<file path="src/design/psh_pkg.sv">
// Shared constants and types for the panel status handshake block.
// Assumes a 20 MHz system clock and a 32-bit AXI4-Lite register bus.
package psh_pkg;

   // Register byte offsets on the AXI4-Lite bus
   localparam logic [7:0] OFF_CTRL = 8'h00;      // Host control word
   localparam logic [7:0] OFF_NOTIFY = 8'h04;    // Strobe and entry index
   localparam logic [7:0] OFF_STATUS = 8'h08;    // Live panel state
   localparam logic [7:0] OFF_IRQ_STAT = 8'h0C;  // Sticky event bits
   localparam logic [7:0] OFF_IRQ_CLR = 8'h10;   // Write one to clear
   localparam logic [7:0] OFF_IRQ_EN = 8'h14;    // Event enables

   // Control word bit positions
   localparam int unsigned CTRL_DISP = 15;       // Screen shown
   localparam int unsigned CTRL_PRIO = 14;       // Priority request
   localparam int unsigned CTRL_BUZC = 13;       // Continuous buzzer
   localparam int unsigned CTRL_BUZI = 12;       // Intermittent buzzer

   // Notify word layout: BCD index in the low twelve bits
   localparam int unsigned NOTIFY_STROBE = 16;

   // Event bit positions, shared by status, clear and enable
   localparam int unsigned IRQ_ENTRY = 0;        // Number entered
   localparam int unsigned IRQ_BLANK = 1;        // Screen went dark
   localparam int unsigned IRQ_SHOW = 2;         // Screen redisplayed
   localparam int unsigned IRQ_PRIO_LOST = 3;    // Priority taken away
   localparam int unsigned IRQ_W = 4;

   // Values after reset
   localparam logic [15:0] CTRL_RST = 16'h8000;  // Screen on, rest off
   localparam logic [1:0] RESP_OKAY = 2'h0;
   localparam logic [1:0] RESP_SLVERR = 2'h2;

   // Intermittent buzzer half period
   localparam int unsigned CLK_HZ = 20_000_000;
   localparam int unsigned BUZ_HALF_MS = 500;
   localparam int unsigned BUZ_HALF_CYC = CLK_HZ / 1000 * BUZ_HALF_MS;

   // Screen state, Gray coded along shown, blank, auto-dark
   typedef enum logic [1:0] {
      SCR_SHOWN = 2'h0,
      SCR_BLANK = 2'h1,
      SCR_AUTODARK = 2'h3
   } psh_scr_t;

   // Panel-side level inputs, carried together
   typedef struct packed {
      logic keyPress;    // Touch key held
      logic entryDone;   // Numeric entry completed
      logic autoDark;    // Local backlight-off timer fired
      logic mode1toN;    // Link set for one host, many panels
      logic prioLost;    // Another panel registered priority later
   } psh_pins_t;

   // Whole state of the top module
   typedef struct packed {
      psh_pins_t [2:0] pinSync;
      logic [2:0][9:0] idxSync;
      psh_pins_t pinF;
      logic [15:0] ctrl;
      logic [15:0] ctrlPrev;
      logic strobe;
      logic [11:0] entryBcd;
      psh_scr_t scr;
      logic prioHeld;
      logic buzCont;
      logic buzInt;
      logic buzPhase;
      logic [23:0] buzCnt;
      logic [IRQ_W-1:0] irqStat;
      logic [IRQ_W-1:0] irqEn;
      logic awHave;
      logic [7:0] awAddr;
      logic wHave;
      logic [31:0] wData;
      logic [3:0] wStrb;
      logic awReady;
      logic wReady;
      logic bValid;
      logic [1:0] bResp;
      logic arReady;
      logic rValid;
      logic [31:0] rData;
      logic [1:0] rResp;
      logic screenOn;
      logic backlightOn;
      logic fastResp;
      logic buzzer;
      logic irq;
   } psh_state_t;

   localparam psh_state_t ST_RST = '{
      ctrl: CTRL_RST, ctrlPrev: CTRL_RST, scr: SCR_SHOWN,
      screenOn: 1'b1, backlightOn: 1'b1, default: '0};

endpackage : psh_pkg

</file>
<file path="src/design/psh_top.sv">
// Panel status handshake: notify word, control word and panel reactions.
// Assumes panel pins are asynchronous levels and software is the host.
// Functional notes
// - Entry completion sets the notify strobe
// - Entry index stored as three BCD digits
// - Strobe clears once host has read it
// - Host control word steers display and service
// - Bit 15 low blanks screen and backlight
// - Bit 15 high or key redisplays after a host blank
// - Bit 14 high gives fast priority response
// - Latest registering panel alone holds priority
// - Priority honoured only on one-to-many link
// - Local changes never rewrite control bits
// - Act on bit changes only, not power-up
// - Bits 13,12 continuous; 12 alone 0.5 s pulsing
`timescale 1ns/1ps
`default_nettype none

module psh_top #(
   parameter int unsigned HALF_SEC_CYC = psh_pkg::BUZ_HALF_CYC
) (
   // Clock and reset
   input wire logic clk_sys,
   input wire logic rst_n,
   // Panel pins
   input wire psh_pkg::psh_pins_t pinsIn,
   input wire logic [9:0] entryIndex,
   // Panel outputs
   output logic screenOn,
   output logic backlightOn,
   output logic fastResp,
   output logic buzzer,
   output logic irq,
   // AXI4-Lite write address and data
   input wire logic [7:0] s_axi_awaddr,
   input wire logic s_axi_awvalid,
   output logic s_axi_awready,
   input wire logic [31:0] s_axi_wdata,
   input wire logic [3:0] s_axi_wstrb,
   input wire logic s_axi_wvalid,
   output logic s_axi_wready,
   // AXI4-Lite write response
   output logic [1:0] s_axi_bresp,
   output logic s_axi_bvalid,
   input wire logic s_axi_bready,
   // AXI4-Lite read
   input wire logic [7:0] s_axi_araddr,
   input wire logic s_axi_arvalid,
   output logic s_axi_arready,
   output logic [31:0] s_axi_rdata,
   output logic [1:0] s_axi_rresp,
   output logic s_axi_rvalid,
   input wire logic s_axi_rready
);

   // Binary entry number to three BCD digits; values above 999 wrap
   function automatic logic [11:0] toBcd(input logic [9:0] v);
      logic [3:0] d2;
      logic [3:0] d1;
      logic [3:0] d0;
      d2 = 4'((v / 10'd100) % 10'd10);
      d1 = 4'((v / 10'd10) % 10'd10);
      d0 = 4'(v % 10'd10);
      return {d2, d1, d0};
   endfunction : toBcd

   // Byte-lane merge of a bus write into an existing word
   function automatic logic [31:0] wMerge(input logic [31:0] old,
         input logic [31:0] data, input logic [3:0] strb);
      logic [31:0] res;
      res = old;
      for (int i = 0; i < 4; i++) begin
         if (strb[i]) begin
            res[i*8 +: 8] = data[i*8 +: 8];
         end
      end
      return res;
   endfunction : wMerge

   // Event vector width, declared before any use below
   localparam int unsigned IRQ_W_L = psh_pkg::IRQ_W;

   psh_pkg::psh_state_t s;            // Registered state
   psh_pkg::psh_state_t n;            // Next state
   psh_pkg::psh_pins_t rise;          // Filtered rising edges this cycle
   logic [15:0] chg;                  // Control bits that changed
   logic [IRQ_W_L-1:0] ev;            // Events raised this cycle
   logic [IRQ_W_L-1:0] clr;           // Software clears this cycle
   logic wrFire;                      // Address and data both held
   logic rdFire;                      // Read address taken
   logic [31:0] rdWord;               // Read mux result
   logic rdOk;                        // Read address is mapped

   // Read multiplexer: unmapped offsets answer zero with an error
   always_comb begin
      rdWord = 32'h0000_0000;
      rdOk = 1'b1;
      case (s_axi_araddr)
         psh_pkg::OFF_CTRL: begin
            rdWord = {16'h0000, s.ctrl};
         end
         psh_pkg::OFF_NOTIFY: begin
            rdWord[psh_pkg::NOTIFY_STROBE] = s.strobe;
            rdWord[11:0] = s.entryBcd;
         end
         psh_pkg::OFF_STATUS: begin
            // Actual state, which may differ from the control word
            rdWord[3:0] = {s.buzzer, s.prioHeld, s.backlightOn,
               s.screenOn};
            rdWord[5:4] = s.scr;
         end
         psh_pkg::OFF_IRQ_STAT: begin
            rdWord[IRQ_W_L-1:0] = s.irqStat;
         end
         psh_pkg::OFF_IRQ_CLR: begin
            // Write-only, reads as zero
            rdWord = 32'h0000_0000;
         end
         psh_pkg::OFF_IRQ_EN: begin
            rdWord[IRQ_W_L-1:0] = s.irqEn;
         end
         default: begin
            rdOk = 1'b0;
         end
      endcase
   end

   // Next-state logic for the whole block
   always_comb begin
      n = s;
      ev = '0;
      clr = '0;

      // Pin synchronisers; stage 0 feeds only stage 1
      n.pinSync = {s.pinSync[1], s.pinSync[0], pinsIn};
      n.idxSync = {s.idxSync[1], s.idxSync[0], entryIndex};
      // A pin changes only once stages 1 and 2 agree
      n.pinF = psh_pkg::psh_pins_t'(
         (s.pinSync[1] & s.pinSync[2]) |
         (s.pinF & (s.pinSync[1] | s.pinSync[2])));
      rise = psh_pkg::psh_pins_t'(n.pinF & ~s.pinF);

      // Bus write: address and data latch independently, in any order
      wrFire = s.awHave && s.wHave && !s.bValid;
      if (s_axi_awvalid && s.awReady) begin
         n.awHave = 1'b1;
         n.awAddr = s_axi_awaddr;
      end
      if (s_axi_wvalid && s.wReady) begin
         n.wHave = 1'b1;
         n.wData = s_axi_wdata;
         n.wStrb = s_axi_wstrb;
      end
      if (s.bValid && s_axi_bready) begin
         n.bValid = 1'b0;
      end
      if (wrFire) begin
         n.awHave = 1'b0;
         n.wHave = 1'b0;
         n.bValid = 1'b1;
         n.bResp = psh_pkg::RESP_OKAY;
         case (s.awAddr)
            psh_pkg::OFF_CTRL: begin
               // Host owns this word; panel logic never writes it
               n.ctrl = 16'(wMerge({16'h0000, s.ctrl}, s.wData,
                  s.wStrb));
            end
            psh_pkg::OFF_IRQ_CLR: begin
               if (s.wStrb[0]) begin
                  clr = s.wData[IRQ_W_L-1:0];
               end
            end
            psh_pkg::OFF_IRQ_EN: begin
               n.irqEn = IRQ_W_L'(wMerge({28'h000_0000, s.irqEn},
                  s.wData, s.wStrb));
            end
            psh_pkg::OFF_NOTIFY, psh_pkg::OFF_STATUS,
            psh_pkg::OFF_IRQ_STAT: begin
               // Read-only words ignore writes
               n.bResp = psh_pkg::RESP_OKAY;
            end
            default: begin
               n.bResp = psh_pkg::RESP_SLVERR;
            end
         endcase
      end
      n.awReady = !n.awHave;
      n.wReady = !n.wHave;

      // Bus read: one outstanding, data captured when address taken
      rdFire = s_axi_arvalid && s.arReady;
      if (s.rValid && s_axi_rready) begin
         n.rValid = 1'b0;
      end
      if (rdFire) begin
         n.rValid = 1'b1;
         n.rData = rdWord;
         n.rResp = rdOk ? psh_pkg::RESP_OKAY : psh_pkg::RESP_SLVERR;
      end
      n.arReady = !n.rValid;

      // Strobe drops once the host has read the notify word
      if (rdFire && s_axi_araddr == psh_pkg::OFF_NOTIFY) begin
         n.strobe = 1'b0;
      end
      // A new entry wins over a clear in the same cycle
      if (rise.entryDone) begin
         n.strobe = 1'b1;
         // Index lands on the same edge as the strobe
         n.entryBcd = toBcd(s.idxSync[2]);
         ev[psh_pkg::IRQ_ENTRY] = 1'b1;
      end

      // Control word acts on changes only; reset value equals prev
      chg = s.ctrl ^ s.ctrlPrev;
      n.ctrlPrev = s.ctrl;

      // Screen state machine
      case (s.scr)
         psh_pkg::SCR_SHOWN: begin
            if (chg[psh_pkg::CTRL_DISP] && !s.ctrl[psh_pkg::CTRL_DISP])
            begin
               n.scr = psh_pkg::SCR_BLANK;
               ev[psh_pkg::IRQ_BLANK] = 1'b1;
            end else if (rise.autoDark) begin
               // Local timer darkens without touching control bits
               n.scr = psh_pkg::SCR_AUTODARK;
               ev[psh_pkg::IRQ_BLANK] = 1'b1;
            end
         end
         psh_pkg::SCR_BLANK: begin
            if ((chg[psh_pkg::CTRL_DISP] && s.ctrl[psh_pkg::CTRL_DISP])
                  || rise.keyPress) begin
               n.scr = psh_pkg::SCR_SHOWN;
               ev[psh_pkg::IRQ_SHOW] = 1'b1;
            end
         end
         psh_pkg::SCR_AUTODARK: begin
            // Only a host bit 15 fall leaves it, moving to blank
            if (chg[psh_pkg::CTRL_DISP] && !s.ctrl[psh_pkg::CTRL_DISP])
            begin
               n.scr = psh_pkg::SCR_BLANK;
            end
         end
         default: begin
            n.scr = psh_pkg::SCR_SHOWN;
         end
      endcase

      // Priority service, only on a one-host-to-many-panels link
      if (!s.pinF.mode1toN) begin
         n.prioHeld = 1'b0;
      end else if (chg[psh_pkg::CTRL_PRIO]) begin
         // Our own fresh request is the latest, so it wins
         n.prioHeld = s.ctrl[psh_pkg::CTRL_PRIO];
      end else if (rise.prioLost && s.prioHeld) begin
         n.prioHeld = 1'b0;
         ev[psh_pkg::IRQ_PRIO_LOST] = 1'b1;
      end

      // Buzzer mode latched on change; continuous has precedence
      if (chg[psh_pkg::CTRL_BUZC] || chg[psh_pkg::CTRL_BUZI]) begin
         n.buzCont = s.ctrl[psh_pkg::CTRL_BUZC];
         n.buzInt = s.ctrl[psh_pkg::CTRL_BUZI] &&
            !s.ctrl[psh_pkg::CTRL_BUZC];
         n.buzPhase = 1'b1;
         n.buzCnt = '0;
      end else if (s.buzInt) begin
         // Half-second on, half-second off
         if (s.buzCnt == 24'(HALF_SEC_CYC - 1)) begin
            n.buzCnt = '0;
            n.buzPhase = !s.buzPhase;
         end else begin
            n.buzCnt = s.buzCnt + 24'h00_0001;
         end
      end

      // Sticky events: a set wins over a clear in the same cycle
      n.irqStat = (s.irqStat & ~clr) | ev;

      // Registered outputs
      n.screenOn = (n.scr == psh_pkg::SCR_SHOWN);
      n.backlightOn = (n.scr == psh_pkg::SCR_SHOWN);
      n.fastResp = n.prioHeld;
      n.buzzer = n.buzCont || (n.buzInt && n.buzPhase);
      n.irq = |(n.irqStat & n.irqEn);
   end

   // State register with synchronous reset
   always_ff @(posedge clk_sys) begin
      if (!rst_n) begin
         s <= psh_pkg::ST_RST;
      end else begin
         s <= n;
      end
   end

   // Outputs straight from flops
   assign screenOn = s.screenOn;
   assign backlightOn = s.backlightOn;
   assign fastResp = s.fastResp;
   assign buzzer = s.buzzer;
   assign irq = s.irq;
   assign s_axi_awready = s.awReady;
   assign s_axi_wready = s.wReady;
   assign s_axi_bvalid = s.bValid;
   assign s_axi_bresp = s.bResp;
   assign s_axi_arready = s.arReady;
   assign s_axi_rvalid = s.rValid;
   assign s_axi_rdata = s.rData;
   assign s_axi_rresp = s.rResp;

endmodule : psh_top

`default_nettype wire

</file>
<file path="config.mk">
export PLATFORM = sky130hd
export DESIGN_NAME = psh_top
export DESIGN_NICKNAME = d
export VERILOG_FILES = /design/src/design/psh_pkg.sv /design/src/design/psh_top.sv
export SDC_FILE = /design/constraint.sdc
export NUM_CORES = 1
export LEC_CHECK = 0
export ABC_AREA = 1
export BUFFER_PORTS_ARGS = -buffer_cell sky130_fd_sc_hd__buf_2
export CAP_MARGIN = 40
export CORE_ASPECT_RATIO = 2
export CORE_UTILIZATION = 55
export DETAILED_ROUTE_END_ITERATION = 8
export GPL_ROUTABILITY_DRIVEN = 0
export PLACE_DENSITY = 0.77
export SLEW_MARGIN = 20
export SYNTH_ARGS = -nofsm -noshare
export SYNTH_HDL_FRONTEND = slang
export SYNTH_SLANG_ARGS = --single-unit
</file>
<file path="constraint.sdc">
create_clock -name clk_sys -period 16.7 [get_ports clk_sys]
set_input_delay 2.505 -clock clk_sys [delete_from_list [all_inputs] [get_ports clk_sys]]
set_output_delay 2.505 -clock clk_sys [all_outputs]
set_load 0.1 [all_outputs]
</file>
==> qor.yml, run 1 <==
hpwlAfterDp_mm: 14.9
synth.avg_cell_area_um2: 7.00
post-place-ws_ps: 10330
largest-register: "s"
fin_nets: 1412
cp-end-kind: "register"
synth_edf_count: 0
drt-initial-drc-count: 321
setup_slack_ps: 10320
power_density_nw_per_um2: 102
tritoncts: "built"
detail_route.first_pass.iterations: 5
fill_cells: 1494
fmax_ghz: 0.157
cts_resized: 0
period_needed_ps: 6380
yosys_most_used_dff: "dfxtp_1"
required_ps: 17020
hold_viol: 0
ir_drop_mv: 0.0800
clkTransAtPathRegs_ps: 60
crit_fanout: 8
drcViolationCount: 0
drv_slew: 0
min_from: "n[195]$_SDFF_PN0_"
track_usage_pct: 24.4
min_to: "n[205]$_SDFF_PN0_"
area_growth_syn_to_layout_pct: 11.7
maxCapViolCount: 0
grt_pass1_wl_mm: 32.5
layout.cells.non_filler: 1539
die_w_um: 91.7
hold_buffers: 0
cts_inserted_buffers: 17
first_global_vias: 7695
htreeDepth: 4
viasPerCell: 5.14
max_slew_margin_pct: 44.7
drtAntennaViolNets: 0
largest_reg_flops: 102
synth_seq_cells: 176
startpoint_type: "register"
dp.cells: 1507
async_reset_ff_share_pct: 0
final.period_utilization_pct: 38.2
tightest_slew_ps: 830
fp.dieH_um: 181
synthCells: 1264
holdPathStages: 2
post-route-util_pct: 62.6
status: "finished, final reports clean"
syn_area_um2: 8840
cp_slowest_cell: "dfxtp_1"
drive_above_1_share_pct: 14.1
p_leak_nw: 4.83
rr_worst_depth: 52
n_antenna_cell: 0
timing.rr.start: "s[205]$_SDFF_PN0_"
grt_overflow_total: 0
max_stage_delay_ps: 440
portBuffers: 84
fp-row-count: 65
grt_max_degree: 70
crit_type: "register to register"
setup-violations-final: 0
clockBufferDepth: 2
wl_per_cell_um: 12.7
antenna_found_initial: 0
wl_mm: 19.6
critical_path.most_common_cell: "nand2_2"
cts_sinks: 176
io-pin-count: 120
yosysWarnings: 0
core_um2: 15800
die_area_um2: 16600
reg2reg_to: "s[137]$_SDFFE_PN0P_"
seq_area_frac_synth_pct: 39.8
hold_path.class: "register to register"
synth.distinct_cells: 53
rsz0062_at_grt: "false"
via_count: 7903
cts-root-buf: "clkbuf_16"
finClkSkew_ps: 8.75
fin_tns_setup_ps: 0
multiInputGateArea_um2: 4190
regArea_um2: 3520
start_util_pct: 56.1
clock_latency_ps: 420
rrSetupSlack_ps: 10320
cts_setup_buffers: 0
arrival_ps: 6700
==> per-stage QoR <==
stage | cell area (um2) | hold WS, ps | power (mW)
after floorplan | 8900 | 390 | 0.576
final | 9880 | 411 | 1.00
after detailed placement | 9260 | 395 | 0.602
after CTS | 9880 | 412 | 1.01
after global routing | 9880 | 431 | 1.05
after global placement | 9210 | 391 | 0.598
==> cell usage after synthesis (3+ instances only) <==
cell	number	area share [%]
a211oi_1	8	0.68
a21oi_1	67	3.8
a21oi_2	3	0.30
a221oi_1	3	0.30
a31oi_1	5	0.35
buf_4	39	3.3
clkbuf_1	22	0.93
clkinv_1	4	0.17
dfxtp_1	176	40
ha_1	13	1.8
inv_1	204	8.7
inv_2	6	0.25
nand2_1	260	11
nand2_2	23	1.6
nand2_4	9	1.1
nand3_1	73	4.1
nand3_2	6	0.68
nand3_4	3	0.59
nand4_1	17	1.2
nor2_1	146	6.2
nor2_2	3	0.21
nor2_4	4	0.51
nor3_1	15	0.85
nor4_1	9	0.64
o211ai_1	6	0.51
o21ai_0	81	4.6
o21ai_1	5	0.28
o22ai_1	4	0.28
o2bb2ai_1	3	0.30
o31ai_1	4	0.34
or2_2	3	0.21
xnor2_1	7	0.69
xor2_1	10	0.99
==> cell families after synthesis <==
logic type                 Yosys count  share of synthesized area (%)
buffers and inverters              278                           13.6
DFF                                176                           39.8
other                                1                         0.0424
xor gates and xnor gates            17                           1.68
AOI/OAI and AO/OA                  202                           13.1
and+or+nand+nor                    577                           29.9
adders and majority gates           13                           1.84
==> cell type report <==
type,instances,area share (%)
Clock buffer,21,4.76
Multi-Input combinational cell,826,42.4
Clock inverter,11,1.53
Sequential cell,176,35.7
Timing Repair Buffer,90,4.99
Inverter,214,8.13
Tap cell,201,2.55
==> how the worst max path moves through the flow <==
| stage | startpoint | endpoint | cells past startpoint |
|---|---|---|---|
| 6_report | s[205]$_SDFF_PN0_ | s[137]$_SDFFE_PN0P_ | 52 |
| 3_5_place_dp | s[205]$_SDFF_PN0_ | s[137]$_SDFFE_PN0P_ | 52 |
| 5_1_grt | s[205]$_SDFF_PN0_ | s[137]$_SDFFE_PN0P_ | 50 |
| 4_1_cts | s[205]$_SDFF_PN0_ | s[137]$_SDFFE_PN0P_ | 50 |
| 2_1_floorplan | s[205]$_SDFF_PN0_ | s[137]$_SDFFE_PN0P_ | 50 |
| 3_3_place_gp | s[205]$_SDFF_PN0_ | s[137]$_SDFFE_PN0P_ | 52 |
==> per-layer routing <==
layer	part of all wire [%]	track usage, %	wire length (um)
met1	37	22.7	7190
met2	55	47.1	10800
met3	2.9	4.12	558
met4	5.3	16.2	1030
met5	0	0	0
==> power by group <==
part	leakage, nW	total (mW)	internal (mW)	switching [mW]
clock network	0.304	0.411	0.249	0.162
registers	1.43	0.438	0.432	0.00658
logic	3.10	0.155	0.0433	0.112
==> cell usage in the layout, fill, tap and decap left out, types with 8 or more instances in the layout <==
| cell type | n |
|---|---|
| nand2_1 | 260 |
| a211oi_1 | 8 |
| o21ai_0 | 81 |
| xor2_1 | 10 |
| nand2_2 | 23 |
| nor2_1 | 146 |
| nand4_1 | 17 |
| ha_1 | 13 |
| a21oi_1 | 67 |
| nand3_1 | 73 |
| dfxtp_1 | 176 |
| conb_1 | 17 |
| clkbuf_16 | 17 |
| inv_1 | 204 |
| nor3_1 | 15 |
| nor4_1 | 8 |
| buf_2 | 84 |
| nand2_4 | 9 |
==> critical path: cells and delay by family, from the launching register on <==
kind	cells	cell delay, ps
AND/OR/NAND/NOR	39	4090
buffers and inverters	8	770
adder cells (fa/ha/maj)	3	650
flip-flops	1	440
AO/OA/AOI/OAI	1	190
XOR/XNOR	1	120
Note: power is estimated with default switching activity, not from simulation.
==> run 2: changes to the inputs <==
==> constraint.sdc (replaced) <==
create_clock -name clk_sys -period 6.7 [get_ports clk_sys]
set_input_delay 1.005 -clock clk_sys [delete_from_list [all_inputs] [get_ports clk_sys]]
set_output_delay 1.005 -clock clk_sys [all_outputs]
set_load 0.1 [all_outputs]
==> qor.yml, run 2 (synthesis gave the netlist of run 1 again) <==
cts-root-buf: "clkbuf_16"
tightest_slew_ps: 816  # -13.4 ps
hpwlAfterDp_mm: 14.9  # -0.26%
largest_reg_flops: 102  # unchanged
fill_cells: 1455  # -2.6%
clock_latency_ps: 430  # about the same
final_cell_mix: "nand2_1 (260), inv_1 (203), dfxtp_1 (174)"
hold_buffers: 0  # unchanged
drcViolationCount: 0  # unchanged
wl_per_cell_um: 12.9  # +1.2%
dp.cells: 1507  # unchanged
status: "finished, final reports clean"
cts_sinks: 176  # unchanged
crit_type: "register to register"
layout.cells.non_filler: 1544  # +0.32%
via_count: 8007  # +1.3%
core_um2: 15800  # unchanged
setup-violations-final: 0  # unchanged
portBuffers: 84  # unchanged
fin_tns_setup_ps: 0  # unchanged
required_ps: 7030  # -9990 ps
hold_path.class: "register to register"
max_stage_delay_ps: 390  # -50 ps
max_slew_margin_pct: 45.6  # +0.90 points
arrival_ps: 6350  # -350 ps
htreeDepth: 4  # unchanged
detail_route.first_pass.iterations: 5  # unchanged
cp_slowest_cell: "dfxtp_4"
fin_nets: 1417  # +0.35%
final.period_utilization_pct: 89.8  # +52 points
hold_viol: 0  # unchanged
p_leak_nw: 4.84  # +0.13%
track_usage_pct: 24.8  # +0.42 points
clockBufferDepth: 2  # unchanged
largest-register: "s"
grt_pass1_wl_mm: 33.1  # +1.7%
clkTransAtPathRegs_ps: 70  # about the same
cp-end-kind: "register"
critical_path.most_common_cell: "nand2_2"
die_w_um: 91.7  # unchanged
critical_path.top_delay_family: "simple AND/OR/NAND/NOR gates"
viasPerCell: 5.19  # +0.99%
drtAntennaViolNets: 0  # unchanged
fp-row-count: 65  # unchanged
finClkSkew_ps: 6.01  # -2.74 ps
crit_fanout: 7  # -1
power_density_nw_per_um2: 248  # +140%
multiInputGateArea_um2: 4200  # +0.33%
antenna_found_initial: 0  # unchanged
area_growth_syn_to_layout_pct: 11.9
regArea_um2: 3530  # +0.14%
drive_above_1_share_pct: 15.0  # +0.92 points
layout_commonest_cell: "nand2_1"
ir_drop_mv: 0.197  # +150%
maxCapViolCount: 0  # unchanged
grt_max_degree: 69  # -1.4%
total_power_mw: 2.46  # +140%
io-pin-count: 120  # unchanged
wl_mm: 19.8  # +1.5%
startpoint_type: "register"
tritoncts: "built"
start_util_pct: 56.1  # unchanged
drv_slew: 0  # unchanged
fmax_ghz: 0.166  # +6.0%
grt_overflow_total: 0  # unchanged
n_antenna_cell: 0  # unchanged
die_area_um2: 16600  # unchanged
first_global_vias: 7605  # -1.2%
cts_inserted_buffers: 17  # unchanged
fp.dieH_um: 181  # unchanged
period_needed_ps: 6020  # -362 ps
drt-initial-drc-count: 359  # +12%
worst-path-buf-inv: 7  # -1
fin_hold_ws_ps: 413  # +2.10 ps
-- run 2: metal layers --
metal | global-route usage [%] | up-vias | share of wire [%]
li1 | - | 4094 | -
met1 | 24.1 | 3661 | 37
met4 | 14.4 | 0 | 4.1
met2 | 48.4 | 192 | 56
met3 | 3.37 | 60 | 3.4
met5 | 0 | - | 0
-- run 2: per-stage QoR --
stage                     worst slack [ps]  area [um2]  utilization [%]
final                                  683        9900             62.7
after global routing                 -34.3        9900             62.7
after CTS                              325        9840             62.4
after detailed placement               356        9260             58.7
after global placement                 492        9210             58.4
after floorplan                       1240        8900                -
-- run 2: cell type report --
type	instances	area share [%]
inverter	214	8.15
clock inverter	14	1.55
timing repair buffer	95	5.36
multi-input combinational	826	42.4
tap	201	2.54
clock buffer	18	4.34
sequential	176	35.6
-- run 2: worst register-to-register path: cells and delay by family (launching register included) --
kind	cells	cell delay, ps
adder cells (fa/ha/maj)	3	570
flip-flops	1	390
XOR/XNOR	1	130
AO/OA/AOI/OAI	2	470
AND/OR/NAND/NOR	39	3900
buffers and inverters	7	500
-- run 2: final timing paths --
| kind | slack (ps) | to | depth (start not counted) | startpoint |
|---|---|---|---|---|
| min | 410 | s[209]$_SDFF_PN0_ | 2 | n[209]$_SDFF_PN0_ |
| min reg2reg | 410 | s[209]$_SDFF_PN0_ | 2 | n[209]$_SDFF_PN0_ |
| max | 680 | s[137]$_SDFFE_PN0P_ | 52 | s[205]$_SDFF_PN0_ |
| max reg2reg | 680 | s[137]$_SDFFE_PN0P_ | 52 | s[205]$_SDFF_PN0_ |
-- run 2: report_power, final --
part | total [mW] | internal, mW | leakage (nW) | switching [mW]
Clock | 0.977 | 0.555 | 0.283 | 0.422
Combinational | 0.390 | 0.110 | 3.12 | 0.280
Sequential | 1.09 | 1.08 | 1.43 | 0.0166
-- run 2: timing repair --
| action | CTS | global route |
|---|---|---|
| buffers inserted | 0 | 5 |
| endpoints found under the setup margin | 0 | 3 |
| resized for setup | 0 | 9 |
==> run 3: changes to the inputs <==
--- a/config.mk
+++ b/config.mk
@@ -8,7 +8,7 @@
 export ABC_AREA = 1
 export BUFFER_PORTS_ARGS = -buffer_cell sky130_fd_sc_hd__buf_2
 export CAP_MARGIN = 40
-export CORE_ASPECT_RATIO = 2
+export CORE_ASPECT_RATIO = 0.7
 export CORE_UTILIZATION = 55
 export DETAILED_ROUTE_END_ITERATION = 8
 export GPL_ROUTABILITY_DRIVEN = 0
==> constraint.sdc (replaced) <==
create_clock -name clk_sys -period 5.9 [get_ports clk_sys]
set_input_delay 0.885 -clock clk_sys [delete_from_list [all_inputs] [get_ports clk_sys]]
set_output_delay 0.885 -clock clk_sys [all_outputs]
set_load 0.1 [all_outputs]
==> qor.yml, run 3 (synthesis gave the netlist of run 1 again) <==
grt_pass1_wl_mm: 32.5  # -1.7%
arrival_ps: 6060  # -290 ps
fin_hold_ws_ps: 413  # -0.259 ps
cts-root-buf: "clkbuf_16"
required_ps: 6220  # -810 ps
portBuffers: 84  # unchanged
clkTransAtPathRegs_ps: 70  # about the same
final_cell_mix: "nand2_1 (247), inv_1 (201), dfxtp_1 (174)"
wl_mm: 20.3  # +2.1%
grt_max_degree: 72  # +4.3%
io-pin-count: 120  # unchanged
crit_fanout: 7  # unchanged
fmax_ghz: 0.174  # +4.9%
tightest_slew_ps: 776  # -40.1 ps
clock_latency_ps: 430  # about the same
critical_path.most_common_cell: "nand2_2"
cts_inserted_buffers: 17  # unchanged
fp-row-count: 38  # -42%
crit_type: "register to register"
detail_route.first_pass.iterations: 6  # +1
max_slew_margin_pct: 48.3  # +2.7 points
drt-initial-drc-count: 662  # +84%
die_area_um2: 16600  # -0.14%
ir_drop_mv: 0.174  # -12%
die_w_um: 154  # +68%
tritoncts: "built"
period_needed_ps: 5740  # -282 ps
drcViolationCount: 0  # unchanged
startpoint_type: "register"
hold_viol: 0  # unchanged
largest_reg_flops: 102  # unchanged
n_antenna_cell: 0  # unchanged
post-route-util_pct: 67.0  # +4.3 points
fin_nets: 1458  # +2.9%
hold_path.class: "register to register"
fill_cells: 1321  # -9.2%
grt_overflow_total: 0  # unchanged
hpwlAfterDp_mm: 14.3  # -3.9%
fin_tns_setup_ps: 0  # unchanged
total_power_mw: 2.88  # +17%
cp-end-kind: "register"
layout_commonest_cell: "nand2_1"
worst-path-buf-inv: 10  # +3
setup-violations-final: 0  # unchanged
p_leak_nw: 5.13  # +5.9%
clockBufferDepth: 2  # unchanged
cp_slowest_cell: "dfxtp_2"
drv_slew: 0  # unchanged
via_count: 8133  # +1.6%
first_global_vias: 7066  # -7.1%
max_stage_delay_ps: 360  # -30 ps
fp.dieH_um: 108  # -40%
hold_buffers: 0  # unchanged
start_util_pct: 56.7  # +0.66 points
maxCapViolCount: 0  # unchanged
final.period_utilization_pct: 97.2  # +7.4 points
drive_above_1_share_pct: 20.7  # +5.6 points
finClkSkew_ps: 10.9  # +4.87 ps
rsz0062_at_grt: "true"
wl_per_cell_um: 12.8  # -0.51%
critical_path.top_delay_family: "simple AND/OR/NAND/NOR gates"
status: "finished, final reports clean"
largest-register: "s"
antenna_found_initial: 0  # unchanged
htreeDepth: 4  # unchanged
area_growth_syn_to_layout_pct: 18.2
power_density_nw_per_um2: 275  # +11%
drtAntennaViolNets: 0  # unchanged
cts_sinks: 176  # unchanged
core_um2: 15600  # -1.2%
viasPerCell: 5.13  # -0.99%
track_usage_pct: 24.2  # -0.63 points
run 3: cell count changes in the layout (fill, tap and decap cells not counted), moves of 4 or more:
cell,before,now
buf_4,9,47
nand2_1,260,247
nand3_1,73,63
nand3_2,6,15
nand2_2,23,30
a21oi_1,67,61
nand2_4,9,15
a21oi_2,3,8
nor2_1,145,140
ha_1,13,9
ha_4,0,4
inv_8,1,5
run 3: layout make-up:
type	count	area [um2]	share of cell area, %
flip-flops and latches	176	3530	33.7
clock buffers	17	425	4.07
multi-input cells	826	4430	42.4
repair buffers	136	850	8.13
inverters	214	806	7.71
well taps	200	250	2.39
clock inverters	15	164	1.57
run 3: routing by layer:
layer,global-route usage (%),routed length [um],up-vias
met5,0,0,-
met3,4.01,1210,23
li1,-,-,4187
met2,36.2,8750,249
met1,35.6,10100,3674
met4,7.29,246,0
run 3: timing repair:
| action | CTS | global route |
|---|---|---|
| setup endpoints to repair | 0 | 3 |
| setup buffers | 0 | 18 |
| resized for setup | 0 | 68 |
run 3: metrics by stage:
stage | worst slack (ps) | instance area (um2) | instances
2_1_floorplan | 438 | 8900 | 1280
3_3_place_gp | 205 | 9420 | 1531
3_5_place_dp | 59.6 | 9460 | 1533
4_1_cts | 4.77 | 10000 | 1565
5_1_grt | -289 | 10500 | 1584
6_report | 165 | 10500 | 1584
run 3: report_power, final:
part	internal [mW]	leakage, nW	switching, mW	total (mW)
combinational	0.176	3.41	0.353	0.530
clock	0.570	0.283	0.536	1.11
sequential	1.22	1.43	0.0189	1.24
total	1.97	5.13	0.908	2.88
run 3: worst min-delay path, delay by kind of cell, from the launching register on:
family,cells,cell delay [ps]
buf+inv,1,30
flops,1,300
simple gates,1,50
run 3: final timing paths:
kind                            slack [ps]         startpoint  cells past startpoint                  end
worst max-delay path                   160  s[205]$_SDFF_PN0_                     53  s[135]$_SDFFE_PN0P_
worst max register to register         160  s[205]$_SDFF_PN0_                     53  s[135]$_SDFFE_PN0P_
worst min-delay path                   410  n[205]$_SDFF_PN0_                      2    s[205]$_SDFF_PN0_
worst min register to register         410  n[205]$_SDFF_PN0_                      2    s[205]$_SDFF_PN0_
